[src/tlr_defines.svh]
// constants for the trigger line routing and start block
`ifndef TLR_DEFINES_SVH
`define TLR_DEFINES_SVH
`define TLR_NUM_LINES      7
`define TLR_NUM_SIGS       5
`define TLR_SIG_TRIG       3'h0
`define TLR_SIG_WCLK       3'h1
`define TLR_SIG_LOW        3'h2
`define TLR_SIG_SWST       3'h3
`define TLR_SIG_STRX       3'h4
`define TLR_DIR_RX         1'b0
`define TLR_DIR_TX         1'b1
`define TLR_ADR_CMD        4'h0
`define TLR_ADR_CTRL       4'h1
`define TLR_ADR_ROUTE      4'h2
`define TLR_ADR_STAT       4'h3
`define TLR_ADR_LOWREG     4'h4
`define TLR_CMD_CONN       2'h1
`define TLR_CMD_DISC       2'h2
`define TLR_CMD_CLEAR      2'h3
`define TLR_PULSE_NS       32
`define TLR_PULSE_CYC      ((`TLR_PULSE_NS + 7) / 8)
`endif

[src/tlr_pkg.sv]
// types for the trigger line routing and start block
`default_nettype none
package tlr_pkg;
    typedef struct packed {
        logic       en;
        logic       dir;
        logic [2:0] line;
    } tlr_route_t;
    typedef enum logic [1:0] {
        TLR_IDLE = 2'b00,
        TLR_POST = 2'b01,
        TLR_PRE  = 2'b10,
        TLR_CNT  = 2'b11
    } tlr_state_t;
endpackage
`default_nettype wire

[src/tlr_router.sv]
// trigger line switch with acquisition start and trigger logic
// Notes on behaviour
// - signal codes: 0 trigger, 1 word clock, 2 low, 3 soft start, 4 start receiver
// - fixed low output stays low, level held by an internal register
// - adc word clock can be driven onto a line
// - receiving trigger signal falling edge activates the sample counter
// - posttrigger mode: trigger falling edge begins acquisition
// - pretrigger mode: trigger falling edge begins posttrigger samples
// - trigger signal as source drives the line with local trigger
// - local trigger from external pin or analog detector per enable
// - analog detector gives active low pulse when condition met
// - software trigger gives active low soft start pulse in both modes
// - soft start may feed other boards' start receivers to start together
// - posttrigger: start receiver edge acts like trigger edge
// - pretrigger: start receiver edge starts continuous acquisition only
// - pretrigger: counter idle until line, pin or analog trigger
// - connection needs one transmitter and one or more receivers
// - connections removed singly or all at once
// - after clear all no line driven or received
// - reset leaves interface cleared
// - any signal attaches to any line 0 to 6
// - direction 0 receives, 1 drives
//
// Local design decisions: the register offsets and the Wishbone interface to the registers.
`timescale 1ns/1ps
`include "tlr_defines.svh"
`default_nettype none
module tlr_router
(
    // clock and reset
    input  wire logic        clk_i,
    input  wire logic        rst_i,
    // wishbone slave
    input  wire logic        cyc_i,
    input  wire logic        stb_i,
    input  wire logic        we_i,
    input  wire logic [3:0]  adr_i,
    input  wire logic [3:0]  sel_i,
    input  wire logic [31:0] dat_i,
    output logic      [31:0] dat_o,
    output logic             ack_o,
    // shared trigger lines, open drain
    input  wire logic [6:0]  line_i,
    output logic      [6:0]  line_o,
    output logic      [6:0]  line_oe_o,
    // local board signals
    input  wire logic        adc_word_clock_i,
    input  wire logic        external_trigger_pin_n_i,
    input  wire logic        analog_cond_i,
    // acquisition outputs
    output logic             acq_run_o,
    output logic             sample_count_en_o,
    output logic             analog_trig_n_o
);
    localparam int NL = `TLR_NUM_LINES;
    localparam int NS = `TLR_NUM_SIGS;
    localparam logic [2:0] PCYC = 3'(`TLR_PULSE_CYC);

    tlr_pkg::tlr_route_t route_q [NS];
    tlr_pkg::tlr_state_t state_q;
    logic       post_mode_q;
    logic       ext_en_q;
    logic       ana_en_q;
    logic       low_lvl_q;
    logic [2:0] sw_cnt_q;
    logic [2:0] an_cnt_q;
    logic       an_prev_q;
    logic [2:0] ext_s_q;
    logic       ext_st_q;
    logic [2:0] s_trig_q;
    logic [2:0] s_strx_q;
    logic       trig_st_q;
    logic       strx_st_q;
    logic       ack_q;

    // bus access
    logic       wr;
    logic       rd;
    assign wr = cyc_i && stb_i && we_i && !ack_q && sel_i[0];
    assign rd = cyc_i && stb_i && !we_i && !ack_q;

    always_ff @(posedge clk_i)
    begin
        if (rst_i)
            ack_q <= 1'b0;
        else
            ack_q <= cyc_i && stb_i && !ack_q;
    end
    assign ack_o = ack_q;

    // route table with connect, disconnect, clear
    logic       cmd_wr;
    logic [1:0] cmd_op;
    logic [2:0] cmd_sig;
    logic [2:0] cmd_line;
    logic       cmd_dir;
    assign cmd_wr   = wr && adr_i == `TLR_ADR_CMD;
    assign cmd_op   = dat_i[1:0];
    assign cmd_dir  = dat_i[2];
    assign cmd_line = dat_i[6:4];
    assign cmd_sig  = dat_i[10:8];

    genvar g;
    generate
        for (g = 0; g < NS; g++)
        begin : g_route
            always_ff @(posedge clk_i)
            begin
                if (rst_i)
                    route_q[g] <= '0;
                else if (cmd_wr && cmd_op == `TLR_CMD_CLEAR)
                    route_q[g] <= '0;
                else if (cmd_wr && cmd_sig == 3'(g) && cmd_line < 3'(NL))
                begin
                    if (cmd_op == `TLR_CMD_CONN)
                        route_q[g] <= '{en: 1'b1, dir: cmd_dir, line: cmd_line};
                    else if (cmd_op == `TLR_CMD_DISC && route_q[g].line == cmd_line)
                        route_q[g] <= '0;
                end
            end
        end
    endgenerate

    // control register
    always_ff @(posedge clk_i)
    begin
        if (rst_i)
        begin
            post_mode_q <= 1'b1;
            ext_en_q    <= 1'b1;
            ana_en_q    <= 1'b0;
            low_lvl_q   <= 1'b0;
        end
        else
        begin
            if (wr && adr_i == `TLR_ADR_CTRL)
            begin
                post_mode_q <= dat_i[0];
                ext_en_q    <= dat_i[1];
                ana_en_q    <= dat_i[2];
            end
            low_lvl_q <= 1'b0;
        end
    end

    // software trigger pulse
    logic sw_go;
    assign sw_go = wr && adr_i == `TLR_ADR_CTRL && dat_i[4];
    always_ff @(posedge clk_i)
    begin
        if (rst_i)
            sw_cnt_q <= '0;
        else if (sw_go)
            sw_cnt_q <= PCYC;
        else if (sw_cnt_q != 3'h0)
            sw_cnt_q <= sw_cnt_q - 3'h1;
    end

    // analog detector pulse on condition rise
    always_ff @(posedge clk_i)
    begin
        if (rst_i)
        begin
            an_cnt_q  <= '0;
            an_prev_q <= 1'b0;
        end
        else
        begin
            an_prev_q <= analog_cond_i;
            if (analog_cond_i && !an_prev_q)
                an_cnt_q <= PCYC;
            else if (an_cnt_q != 3'h0)
                an_cnt_q <= an_cnt_q - 3'h1;
        end
    end
    assign analog_trig_n_o = (an_cnt_q == 3'h0);

    // external pin synchroniser, a change counts when stages two and three agree
    always_ff @(posedge clk_i)
    begin
        if (rst_i)
        begin
            ext_s_q  <= 3'b111;
            ext_st_q <= 1'b1;
        end
        else
        begin
            ext_s_q <= {ext_s_q[1:0], external_trigger_pin_n_i};
            if (ext_s_q[1] == ext_s_q[2])
                ext_st_q <= ext_s_q[2];
        end
    end

    logic local_trig_n;
    logic soft_n;
    always_comb
    begin
        local_trig_n = 1'b1;
        if (ext_en_q)
            local_trig_n = ext_st_q;
        else if (ana_en_q)
            local_trig_n = analog_trig_n_o;
    end
    assign soft_n = (sw_cnt_q == 3'h0);

    // source values per signal code
    logic [NS-1:0] src_val;
    always_comb
    begin
        src_val = '1;
        src_val[`TLR_SIG_TRIG] = local_trig_n;
        src_val[`TLR_SIG_WCLK] = adc_word_clock_i;
        src_val[`TLR_SIG_LOW]  = low_lvl_q;
        src_val[`TLR_SIG_SWST] = soft_n;
    end

    // line drive, open drain: only low levels are driven
    logic [NL-1:0] drv_low;
    always_comb
    begin
        drv_low = '0;
        for (int s = 0; s < NS; s++)
        begin
            if (route_q[s].en && route_q[s].dir == `TLR_DIR_TX && s != 4 && !src_val[s])
                drv_low[route_q[s].line] = 1'b1;
        end
    end
    assign line_o    = '0;
    assign line_oe_o = drv_low;

    // receive: selected line, idle high when unrouted
    logic trig_raw;
    logic strx_raw;
    always_comb
    begin
        trig_raw = 1'b1;
        strx_raw = 1'b1;
        if (route_q[0].en && route_q[0].dir == `TLR_DIR_RX)
            trig_raw = line_i[route_q[0].line];
        if (route_q[4].en && route_q[4].dir == `TLR_DIR_RX)
            strx_raw = line_i[route_q[4].line];
    end

    // received line synchronisers and edge detection
    always_ff @(posedge clk_i)
    begin
        if (rst_i)
        begin
            s_trig_q  <= 3'b111;
            s_strx_q  <= 3'b111;
            trig_st_q <= 1'b1;
            strx_st_q <= 1'b1;
        end
        else
        begin
            s_trig_q <= {s_trig_q[1:0], trig_raw};
            s_strx_q <= {s_strx_q[1:0], strx_raw};
            if (s_trig_q[1] == s_trig_q[2])
                trig_st_q <= s_trig_q[2];
            if (s_strx_q[1] == s_strx_q[2])
                strx_st_q <= s_strx_q[2];
        end
    end
    logic trig_fall;
    logic strx_fall;
    assign trig_fall = trig_st_q && s_trig_q[1] == s_trig_q[2] && !s_trig_q[2];
    assign strx_fall = strx_st_q && s_strx_q[1] == s_strx_q[2] && !s_strx_q[2];

    // local trigger edge for pretrigger counting
    logic loc_prev_q;
    logic loc_fall;
    always_ff @(posedge clk_i)
    begin
        if (rst_i)
            loc_prev_q <= 1'b1;
        else
            loc_prev_q <= local_trig_n;
    end
    assign loc_fall = loc_prev_q && !local_trig_n;

    // acquisition sequencing
    logic any_trig;
    assign any_trig = trig_fall || loc_fall;
    always_ff @(posedge clk_i)
    begin
        if (rst_i)
            state_q <= tlr_pkg::TLR_IDLE;
        else
        begin
            case (state_q)
                tlr_pkg::TLR_IDLE:
                begin
                    if (post_mode_q && (trig_fall || strx_fall))
                        state_q <= tlr_pkg::TLR_CNT;
                    else if (!post_mode_q && strx_fall)
                        state_q <= tlr_pkg::TLR_PRE;
                end
                tlr_pkg::TLR_PRE:
                begin
                    if (any_trig)
                        state_q <= tlr_pkg::TLR_CNT;
                end
                tlr_pkg::TLR_CNT:
                begin
                    if (wr && adr_i == `TLR_ADR_CTRL && dat_i[5])
                        state_q <= tlr_pkg::TLR_IDLE;
                end
                default:
                    state_q <= tlr_pkg::TLR_IDLE;
            endcase
        end
    end
    assign acq_run_o         = (state_q != tlr_pkg::TLR_IDLE);
    assign sample_count_en_o = (state_q == tlr_pkg::TLR_CNT);

    // read data
    always_ff @(posedge clk_i)
    begin
        if (rst_i)
            dat_o <= '0;
        else if (rd)
        begin
            case (adr_i)
                `TLR_ADR_CTRL:   dat_o <= {29'h0, ana_en_q, ext_en_q, post_mode_q};
                `TLR_ADR_ROUTE:  dat_o <= {7'h0, route_q[4], route_q[3], route_q[2], route_q[1], route_q[0]};
                `TLR_ADR_STAT:   dat_o <= {22'h0, line_i, sample_count_en_o, acq_run_o, state_q == tlr_pkg::TLR_PRE};
                `TLR_ADR_LOWREG: dat_o <= {31'h0, low_lvl_q};
                default:         dat_o <= 32'h0;
            endcase
        end
    end

    // checks
    clear_empty_a: assert property (@(posedge clk_i) disable iff (rst_i)
        cmd_wr && cmd_op == `TLR_CMD_CLEAR |=> line_oe_o == '0) else $error("line driven after clear");
    reset_clear_a: assert property (@(posedge clk_i)
        rst_i |=> line_oe_o == '0 && !acq_run_o) else $error("not cleared by reset");
    low_hold_a: assert property (@(posedge clk_i) disable iff (rst_i)
        route_q[2].en && route_q[2].dir == `TLR_DIR_TX |-> line_oe_o[route_q[2].line]) else $error("low not driven");
    soft_pulse_a: assert property (@(posedge clk_i) disable iff (rst_i)
        sw_go |=> !soft_n [*4] ##1 soft_n) else $error("soft start pulse length wrong");
    post_start_a: assert property (@(posedge clk_i) disable iff (rst_i)
        state_q == tlr_pkg::TLR_IDLE && post_mode_q && trig_fall |=> sample_count_en_o)
        else $error("posttrigger start missed");
    pre_idle_a: assert property (@(posedge clk_i) disable iff (rst_i)
        state_q == tlr_pkg::TLR_PRE && !any_trig |=> !sample_count_en_o)
        else $error("counter ran before trigger");
    pre_start_a: assert property (@(posedge clk_i) disable iff (rst_i)
        state_q == tlr_pkg::TLR_IDLE && !post_mode_q && strx_fall |=> acq_run_o && !sample_count_en_o)
        else $error("pretrigger start wrong");
    edge_sync_a: assert property (@(posedge clk_i) disable iff (rst_i)
        trig_fall |-> $past(trig_raw, 2) == 1'b0) else $error("edge without synchronised low");
    ack_once_a: assert property (@(posedge clk_i) disable iff (rst_i)
        ack_o |=> !ack_o) else $error("ack held two cycles");
    post_cov: cover property (@(posedge clk_i) post_mode_q && trig_fall);
    pre_cov: cover property (@(posedge clk_i) state_q == tlr_pkg::TLR_PRE ##[1:50] sample_count_en_o);
    drive_cov: cover property (@(posedge clk_i) line_oe_o != '0);
endmodule // tlr_router
`default_nettype wire

[config.mk]
export PLATFORM = sky130hd
export DESIGN_NAME = tlr_router
export DESIGN_NICKNAME = d
export VERILOG_FILES = /design/src/tlr_pkg.sv /design/src/tlr_router.sv
export VERILOG_INCLUDE_DIRS = /design/src
export SDC_FILE = /design/constraint.sdc
export NUM_CORES = 1
export LEC_CHECK = 0
export ABC_AREA = 1
export BUFFER_PORTS_ARGS = -buffer_cell sky130_fd_sc_hd__buf_2
export CORE_MARGIN = 2
export CORE_UTILIZATION = 50
export DETAILED_ROUTE_END_ITERATION = 7
export GPL_TIMING_DRIVEN = 0
export PLACE_DENSITY = 0.77
export SLEW_MARGIN = 20
export SYNTH_ARGS = -nofsm -noshare
export SYNTH_HDL_FRONTEND = slang
export SYNTH_SLANG_ARGS = --single-unit
[constraint.sdc]
create_clock -name clk_i -period 3.15 [get_ports clk_i]
set_input_delay 0.315 -clock clk_i [delete_from_list [all_inputs] [get_ports clk_i]]
set_output_delay 0.315 -clock clk_i [all_outputs]
set_load 0.01 [all_outputs]
==> key figures, run 1 <==
Run status
  – Status: complete, no violations

Global route
  – Total grt overflow: 0
  – Vias in the first global route: roughly 3300
  – Initial antenna violation count: 0
  – Largest net degree at the start of global routing: 15
  – First-pass GRT wire length: 15880 um
  – GRT Resource Usage Total: between 20% and 30%

Floorplanning
  – Die height: ~90 um
  – # rows: 32
  – CORE AREA: about 7600 um^2
  – Die X: 91.91 um
  – # IOs: about 110
  – Die area: between 8000 and 9000 um^2
  – Initial Util: roughly half

Drt
  – DR iter-0 viols: 236
  – Final wirelength: between 9000 and 10000 um
  – Vias per cell: a little over 5
  – Vias post-DR: between 3000 and 4000
  – Drt pass-1 iters: 5
  – Wire per inst: ~14 um
  – Post-route ant nets: 0
  – # DRC: 0

Clock network
  – CTS Buf Count: 9
  – Clock Sinks: 76
  – Setup bufs post-CTS: 0
  – CTS max path bufs: 2
  – Clock root buffer: clkbuf_8
  – CTS tree: built
  – # hold bufs at CTS: 0
  – Post-CTS Resized: 0
  – Worst-path clk slew: about 0.080 ns
  – # H-tree levels: 3
  – Clk_lat worst skew: around 0.35 ns

Power
  – Sequential share of power: between 40% and 50%
  – Max VDD drop: around 0.24 mV
  – Clk pwr share: between 30 and 40%
  – Sw power: around 600 uW
  – Power per cell area: between 400 and 500 nW/um^2
  – Internal: between 1500 and 2000 uW
  – Total power: 2211 uW
  – Combinational Power Share: around 14%
  – P_leak: around 0.0021 uW
  – Sw Ratio: approximately a quarter

Logic synthesis
  – Cells after Synth: between 400 and 500
  – Syn Area/Cell: around 7.8 um^2
  – Netlist cell types: 34
  – Synthesized area: 3864 um^2
  – Synth area leaders: dfxtp_1 (26%), edfxtp_1 (19%), nand2_1 (9.9%)
  – Seq/Total Area, Yosys: ~46%
  – Synthesis Warnings: 0
  – Seq cells post-synth: 76
  – Post-synth top area cell: dfxtp_1
  – Synth top area share: about a quarter

STA
  – Worst setup slack after layout: roughly 0.83 ns
  – Fmax: around 430 MHz
  – Fin Clk Skew: between 0.01 and 0.015 ns
  – Fin crit share: 73.57%
  – TNS Setup: 0 ns
  – Tightest Pin Transition: between 0.5 and 0.6 ns
  – Final Slew Violations: 0
  – Slew HR: 64.72%
  – # setup viols final: 0
  – Period minus WS final: ~2.3 ns
  – RSZ-0062 raised after global routing: false
  – Final Hold Vio Count: 0

Hold path
  – Hold Path Origin: external_trigger_pin_n_i
  – Hold crit path type: input port to flop
  – Hold path depth: 2

Job
  – Max-cap viol count: 0

Placement
  – Number of port buffers: 60
  – Dpl cell area: ~4300 um^2
  – DP Worst Slack: 1.236 ns
  – RePlAce Congestion: approximately 0.91
  – Total placed cells including tap cells: about 670
  – DP Wirelength: 7665 um

Worst setup path
  – Crit path largest cell delay: between 0.3 and 0.4 ns
  – Crit-path most repeated cell: nand2_1
  – Setup Crit Path Kind: flop to primary output
  – CP max stage cell: dfxtp_1
  – Crit path launch: an_cnt_q[0]
  – Worst Reg2Reg Path Length in Cells: 7
  – Highest fanout seen on the critical path: 6
  – Kind of end point of the critical path: primary output
  – Worst EP arrival: around 2.0 ns
  – Cell Chain, Critical Path: inv_1 -> ha_1 -> nand2_1 -> nand2_1 -> nand2_1 -> nand3_1 -> inv_1 -> nand3_1 -> o2111ai_1 -> buf_2
  – RR Startpoint: ack_o
  – CP Data Required Time: roughly 2.8 ns
  – Setup crit start kind: flop

Cells and area
  – Layout area overhead: 18.30%
  – Layout fillers: about 700
  – Most frequent cells in the layout: nand2_1 (102), buf_2 (68), nor2_1 (64), inv_1 (58), dfxtp_1 (51)
  – ANT cells: 0
  – Most common cell after layout, fill and taps aside: nand2_1
  – Nets: 640
  – Design area: about 4600 um^2
  – Share of post-route cells with drive strength above 1: a little over a fifth
  – Final cell count without fillers: about 700
-- flip-flops by register name, summed over array words and instances, names as in the netlist --
name / count
ext_s_q: 3
ack_o: 1
an_cnt_q: 3
state_q: 2
an_prev_q: 1
post_mode_q: 1
s_strx_q: 3
loc_prev_q: 1
s_trig_q: 3
dat_o: 25
ana_en_q: 1
ext_st_q: 1
trig_st_q: 1
ext_en_q: 1
route_q: 25
strx_st_q: 1
sw_cnt_q: 3
-- metal layers --
metal	vias up	wire length, um	track usage, %
met2	133	4860	40.63
li1	1783	-	-
met3	14	670	5.752
met4	0	89	7.587
met1	1632	4180	30.79
met5	-	0	0
-- power groups by stage --
stage	clock (uW)	sequential [uW]	combinational, uW
6_report	827	1070	312
5_1_grt	883	1080	357
4_1_cts	841	1070	310
3_5_place_dp	0	1090	309
3_3_place_gp	0	1090	293
2_1_floorplan	0	1090	220
-- cells by family (layout without fill, tap and decap cells) --
group / count (synthesis) / count (layout) / synth area share [%]
flip-flops: 76 / 76 / 45.85
buffers and inverters: 92 / 168 / 10.75
other: 1 / 14 / 0.09706
AND/OR/NAND/NOR: 236 / 236 / 27.95
AO/OA/AOI/OAI: 83 / 83 / 12.92
XOR/XNOR: 5 / 5 / 1.133
adder cells (fa/ha/maj): 4 / 4 / 1.295
-- worst paths after layout --
path / end / slack [ns]
max: line_oe_o[5] / 0.83
min: ext_s_q[0] / 0.15
max reg2reg: route_q[0][4] / 1.40
min reg2reg: s_trig_q[1] / 0.41
-- per-stage QoR --
stage                     hold slack (ns)  utilization (%)
after floorplan                    0.3895                -
after global placement             0.3932            57.06
after detailed placement           0.3973            57.06
after CTS                          0.1451            60.08
after global routing               0.1343            60.08
final                              0.1526            60.08
-- critical path: cells and delay by family (launching register included) --
kind                       cells  cell delay (ns)
and+or+nand+nor                5             0.60
buffers and inverters          3             0.41
AOI/OAI and AO/OA              1             0.10
DFF                            1             0.34
adders and majority gates      1             0.21
-- layout make-up --
cell class	count	area, um^2	area share [%]
sequential	76	1772	38.76
timing repair buffer	60	300.3	6.570
inverter	63	236.5	5.174
buffer	29	178.9	3.915
clock buffer	12	177.7	3.887
tap	102	127.6	2.792
clock inverter	4	52.55	1.150
multi-input combinational	342	1725	37.75
-- Yosys cell counts --
| cell type | n |
|---|---|
| edfxtp_1 | 25 |
| nand3_1 | 27 |
| buf_4 | 14 |
| ha_1 | 4 |
| nand3_2 | 3 |
| nand4_4 | 1 |
| a31oi_1 | 2 |
| nand3b_1 | 1 |
| nor2_4 | 3 |
| nand2_1 | 102 |
| a22oi_1 | 15 |
| nor3_1 | 7 |
| or2_2 | 11 |
| buf_2 | 8 |
| o22ai_1 | 4 |
| nand4_1 | 10 |
| o211ai_1 | 2 |
| o221ai_1 | 2 |
| a21oi_1 | 26 |
| o211a_1 | 1 |
| o2111ai_1 | 5 |
| dfxtp_1 | 51 |
| inv_2 | 5 |
| conb_1 | 1 |
| nor2_2 | 2 |
| o21ai_0 | 20 |
| a211oi_1 | 1 |
| inv_1 | 58 |
| o21ai_1 | 5 |
| buf_6 | 1 |
| nor2_1 | 64 |
| nor3_2 | 5 |
| clkbuf_1 | 6 |
| xor2_1 | 5 |
(Power assumes the default switching activity.)
==> inputs of run 2 (changes only) <==
==> constraint.sdc (replaced) <==
create_clock -name clk_i -period 2.2 [get_ports clk_i]
set_input_delay 0.22 -clock clk_i [delete_from_list [all_inputs] [get_ports clk_i]]
set_output_delay 0.22 -clock clk_i [all_outputs]
set_load 0.01 [all_outputs]
==> run 2 against run 1 <==
Net effect:
- routed wire length rose by 0.96%
- via count rose by 0.81%
- register-to-register slack worse by 0.96 ns
- first-iteration DRC count increased by 2.5%
- critical path type unchanged
- critical endpoint unchanged
==> key figures, run 2 (same netlist as run 1, synthesis figures left out) <==
Run status
  – Status: complete, no violations

Floorplanning
  – # IOs: ~110
  – Initial Util: ~50%
  – Die area: between 8000 and 9000 um^2
  – Die X: just over 90 um
  – # rows: 32
  – CORE AREA: approximately 7600 um^2
  – Die height: 91.91 um

Clock network
  – # H-tree levels: 3
  – Setup bufs post-CTS: 0
  – Clk_lat worst skew: roughly 0.36 ns
  – Clock Sinks: 76
  – # hold bufs at CTS: 0
  – CTS Buf Count: 9
  – Worst-path clk slew: approximately 0.08 ns
  – CTS tree: built
  – CTS max path bufs: 2
  – Clock root buffer: clkbuf_8

Global route
  – First-pass GRT wire length: approximately 16000 um
  – GRT Resource Usage Total: about a quarter
  – Total grt overflow: 0
  – Initial antenna violation count: 0
  – Largest net degree at the start of global routing: 15
  – Vias in the first global route: about 3300

Cells and area
  – Final cell count without fillers: just under 700
  – ANT cells: 0
  – Layout fillers: 701
  – Share of post-route cells with drive strength above 1: between 20% and 30%
  – Most frequent cells in the layout: nand2_1 (99), buf_2 (68), nor2_1 (64), inv_1 (56), dfxtp_1 (51)
  – Post-layout util: between 60 and 70%
  – Layout area overhead: 18.85%
  – Nets: between 600 and 700
  – Most common cell after layout, fill and taps aside: nand2_1
  – Biggest regs: dat_o x25, route_q x25
  – Area of the multi-input gates: around 1700 um^2
  – Register area: between 1500 and 2000 um^2

STA
  – Final Hold Vio Count: 0
  – Fmax: a little under 500 MHz
  – # setup viols final: 0
  – Period minus WS final: between 2 and 2.5 ns
  – Final Slew Violations: 0
  – Min Hold Slack: 0.05537 ns
  – Slew HR: 65.04%
  – Fin Clk Skew: 0.01159 ns
  – Fin crit share: 94.02%
  – Tightest Pin Transition: between 0.5 and 0.6 ns

Worst setup path
  – Kind of end point of the critical path: primary output
  – Largest delay share family, worst path: simple AND/OR/NAND/NOR gates
  – CP max stage cell: dfxtp_1
  – Worst EP arrival: between 1.5 and 2 ns
  – Setup Crit Path Kind: flop to primary output
  – Cell Chain, Critical Path: inv_1 -> ha_2 -> nand2_2 -> nand2_1 -> nand2_2 -> nand3_2 -> inv_2 -> nand3_1 -> o2111ai_2 -> buf_2
  – Crit-path most repeated cell: nand2_2
  – Highest fanout seen on the critical path: 6
  – Setup crit start kind: flop
  – Buf/Inv on CP: 3
  – Crit path largest cell delay: 0.34 ns
  – CP Data Required Time: about 2.0 ns

Hold path
  – Hold crit path type: input port to flop

Power
  – Power per cell area: approximately 690 nW/um^2
  – P_leak: around 0.0021 uW
  – Max VDD drop: between 0.3 and 0.4 mV

Job
  – Max-cap viol count: 0

Placement
  – DP Wirelength: between 7000 and 8000 um
  – RePlAce Congestion: about 0.91
  – Total placed cells including tap cells: between 600 and 700
  – Number of port buffers: 60

Drt
  – DR iter-0 viols: approximately 240
  – Wire per inst: between 10 and 15 um
  – Vias per cell: between 5 and 6
  – Post-route ant nets: 0
  – # DRC: 0
  – Vias post-DR: ~3600
  – Final wirelength: approximately 9900 um
  – Drt pass-1 iters: 4
run 2: final timing paths:
kind	start	to	slack, ns	cells past startpoint
worst min-delay path	external_trigger_pin_n_i	ext_s_q[0]	0.06	2
worst min register to register	s_trig_q[0]	s_trig_q[1]	0.41	1
worst max register to register	ack_o	route_q[0][2]	0.44	7
worst max-delay path	an_cnt_q[0]	line_oe_o[5]	0.13	10
run 2: power breakdown:
group	switching [uW]	leakage (uW)	internal [uW]	total [uW]
clock	522	0.000117	666	1190
sequential	33.2	0.000675	1500	1530
combinational	296	0.00134	163	459
total	851	0.00213	2330	3180
run 2: metal layers:
metal	wire (um)	GRT usage, %
met1	4229	30.79
met2	4869	40.63
met3	660	5.752
met4	136	7.587
met5	0	0
run 2: repair_timing:
action,in CTS,in global routing
pin swaps,0,1
resized for setup,1,7
setup endpoints to repair,2,7
run 2: area by class of cell:
type / count / area share, %
clock inverter: 4 / 1.144
inverter: 63 / 5.150
tap: 102 / 2.779
sequential: 76 / 38.58
multi-input combinational: 342 / 38.04
timing repair buffer: 60 / 6.540
buffer: 29 / 3.896
clock buffer: 12 / 3.869
run 2: metrics by stage:
step                       TNS, ns  setup WS, ns  power, uW  area, um^2
after floorplan                  0        0.7339       1871        3913
after global placement           0        0.4343       1982        4340
after detailed placement         0        0.3811       2007        4340
after CTS                        0       0.03332       3181        4571
after global routing      -0.01760      -0.01760       3330        4592
final                            0        0.1315       3181        4592
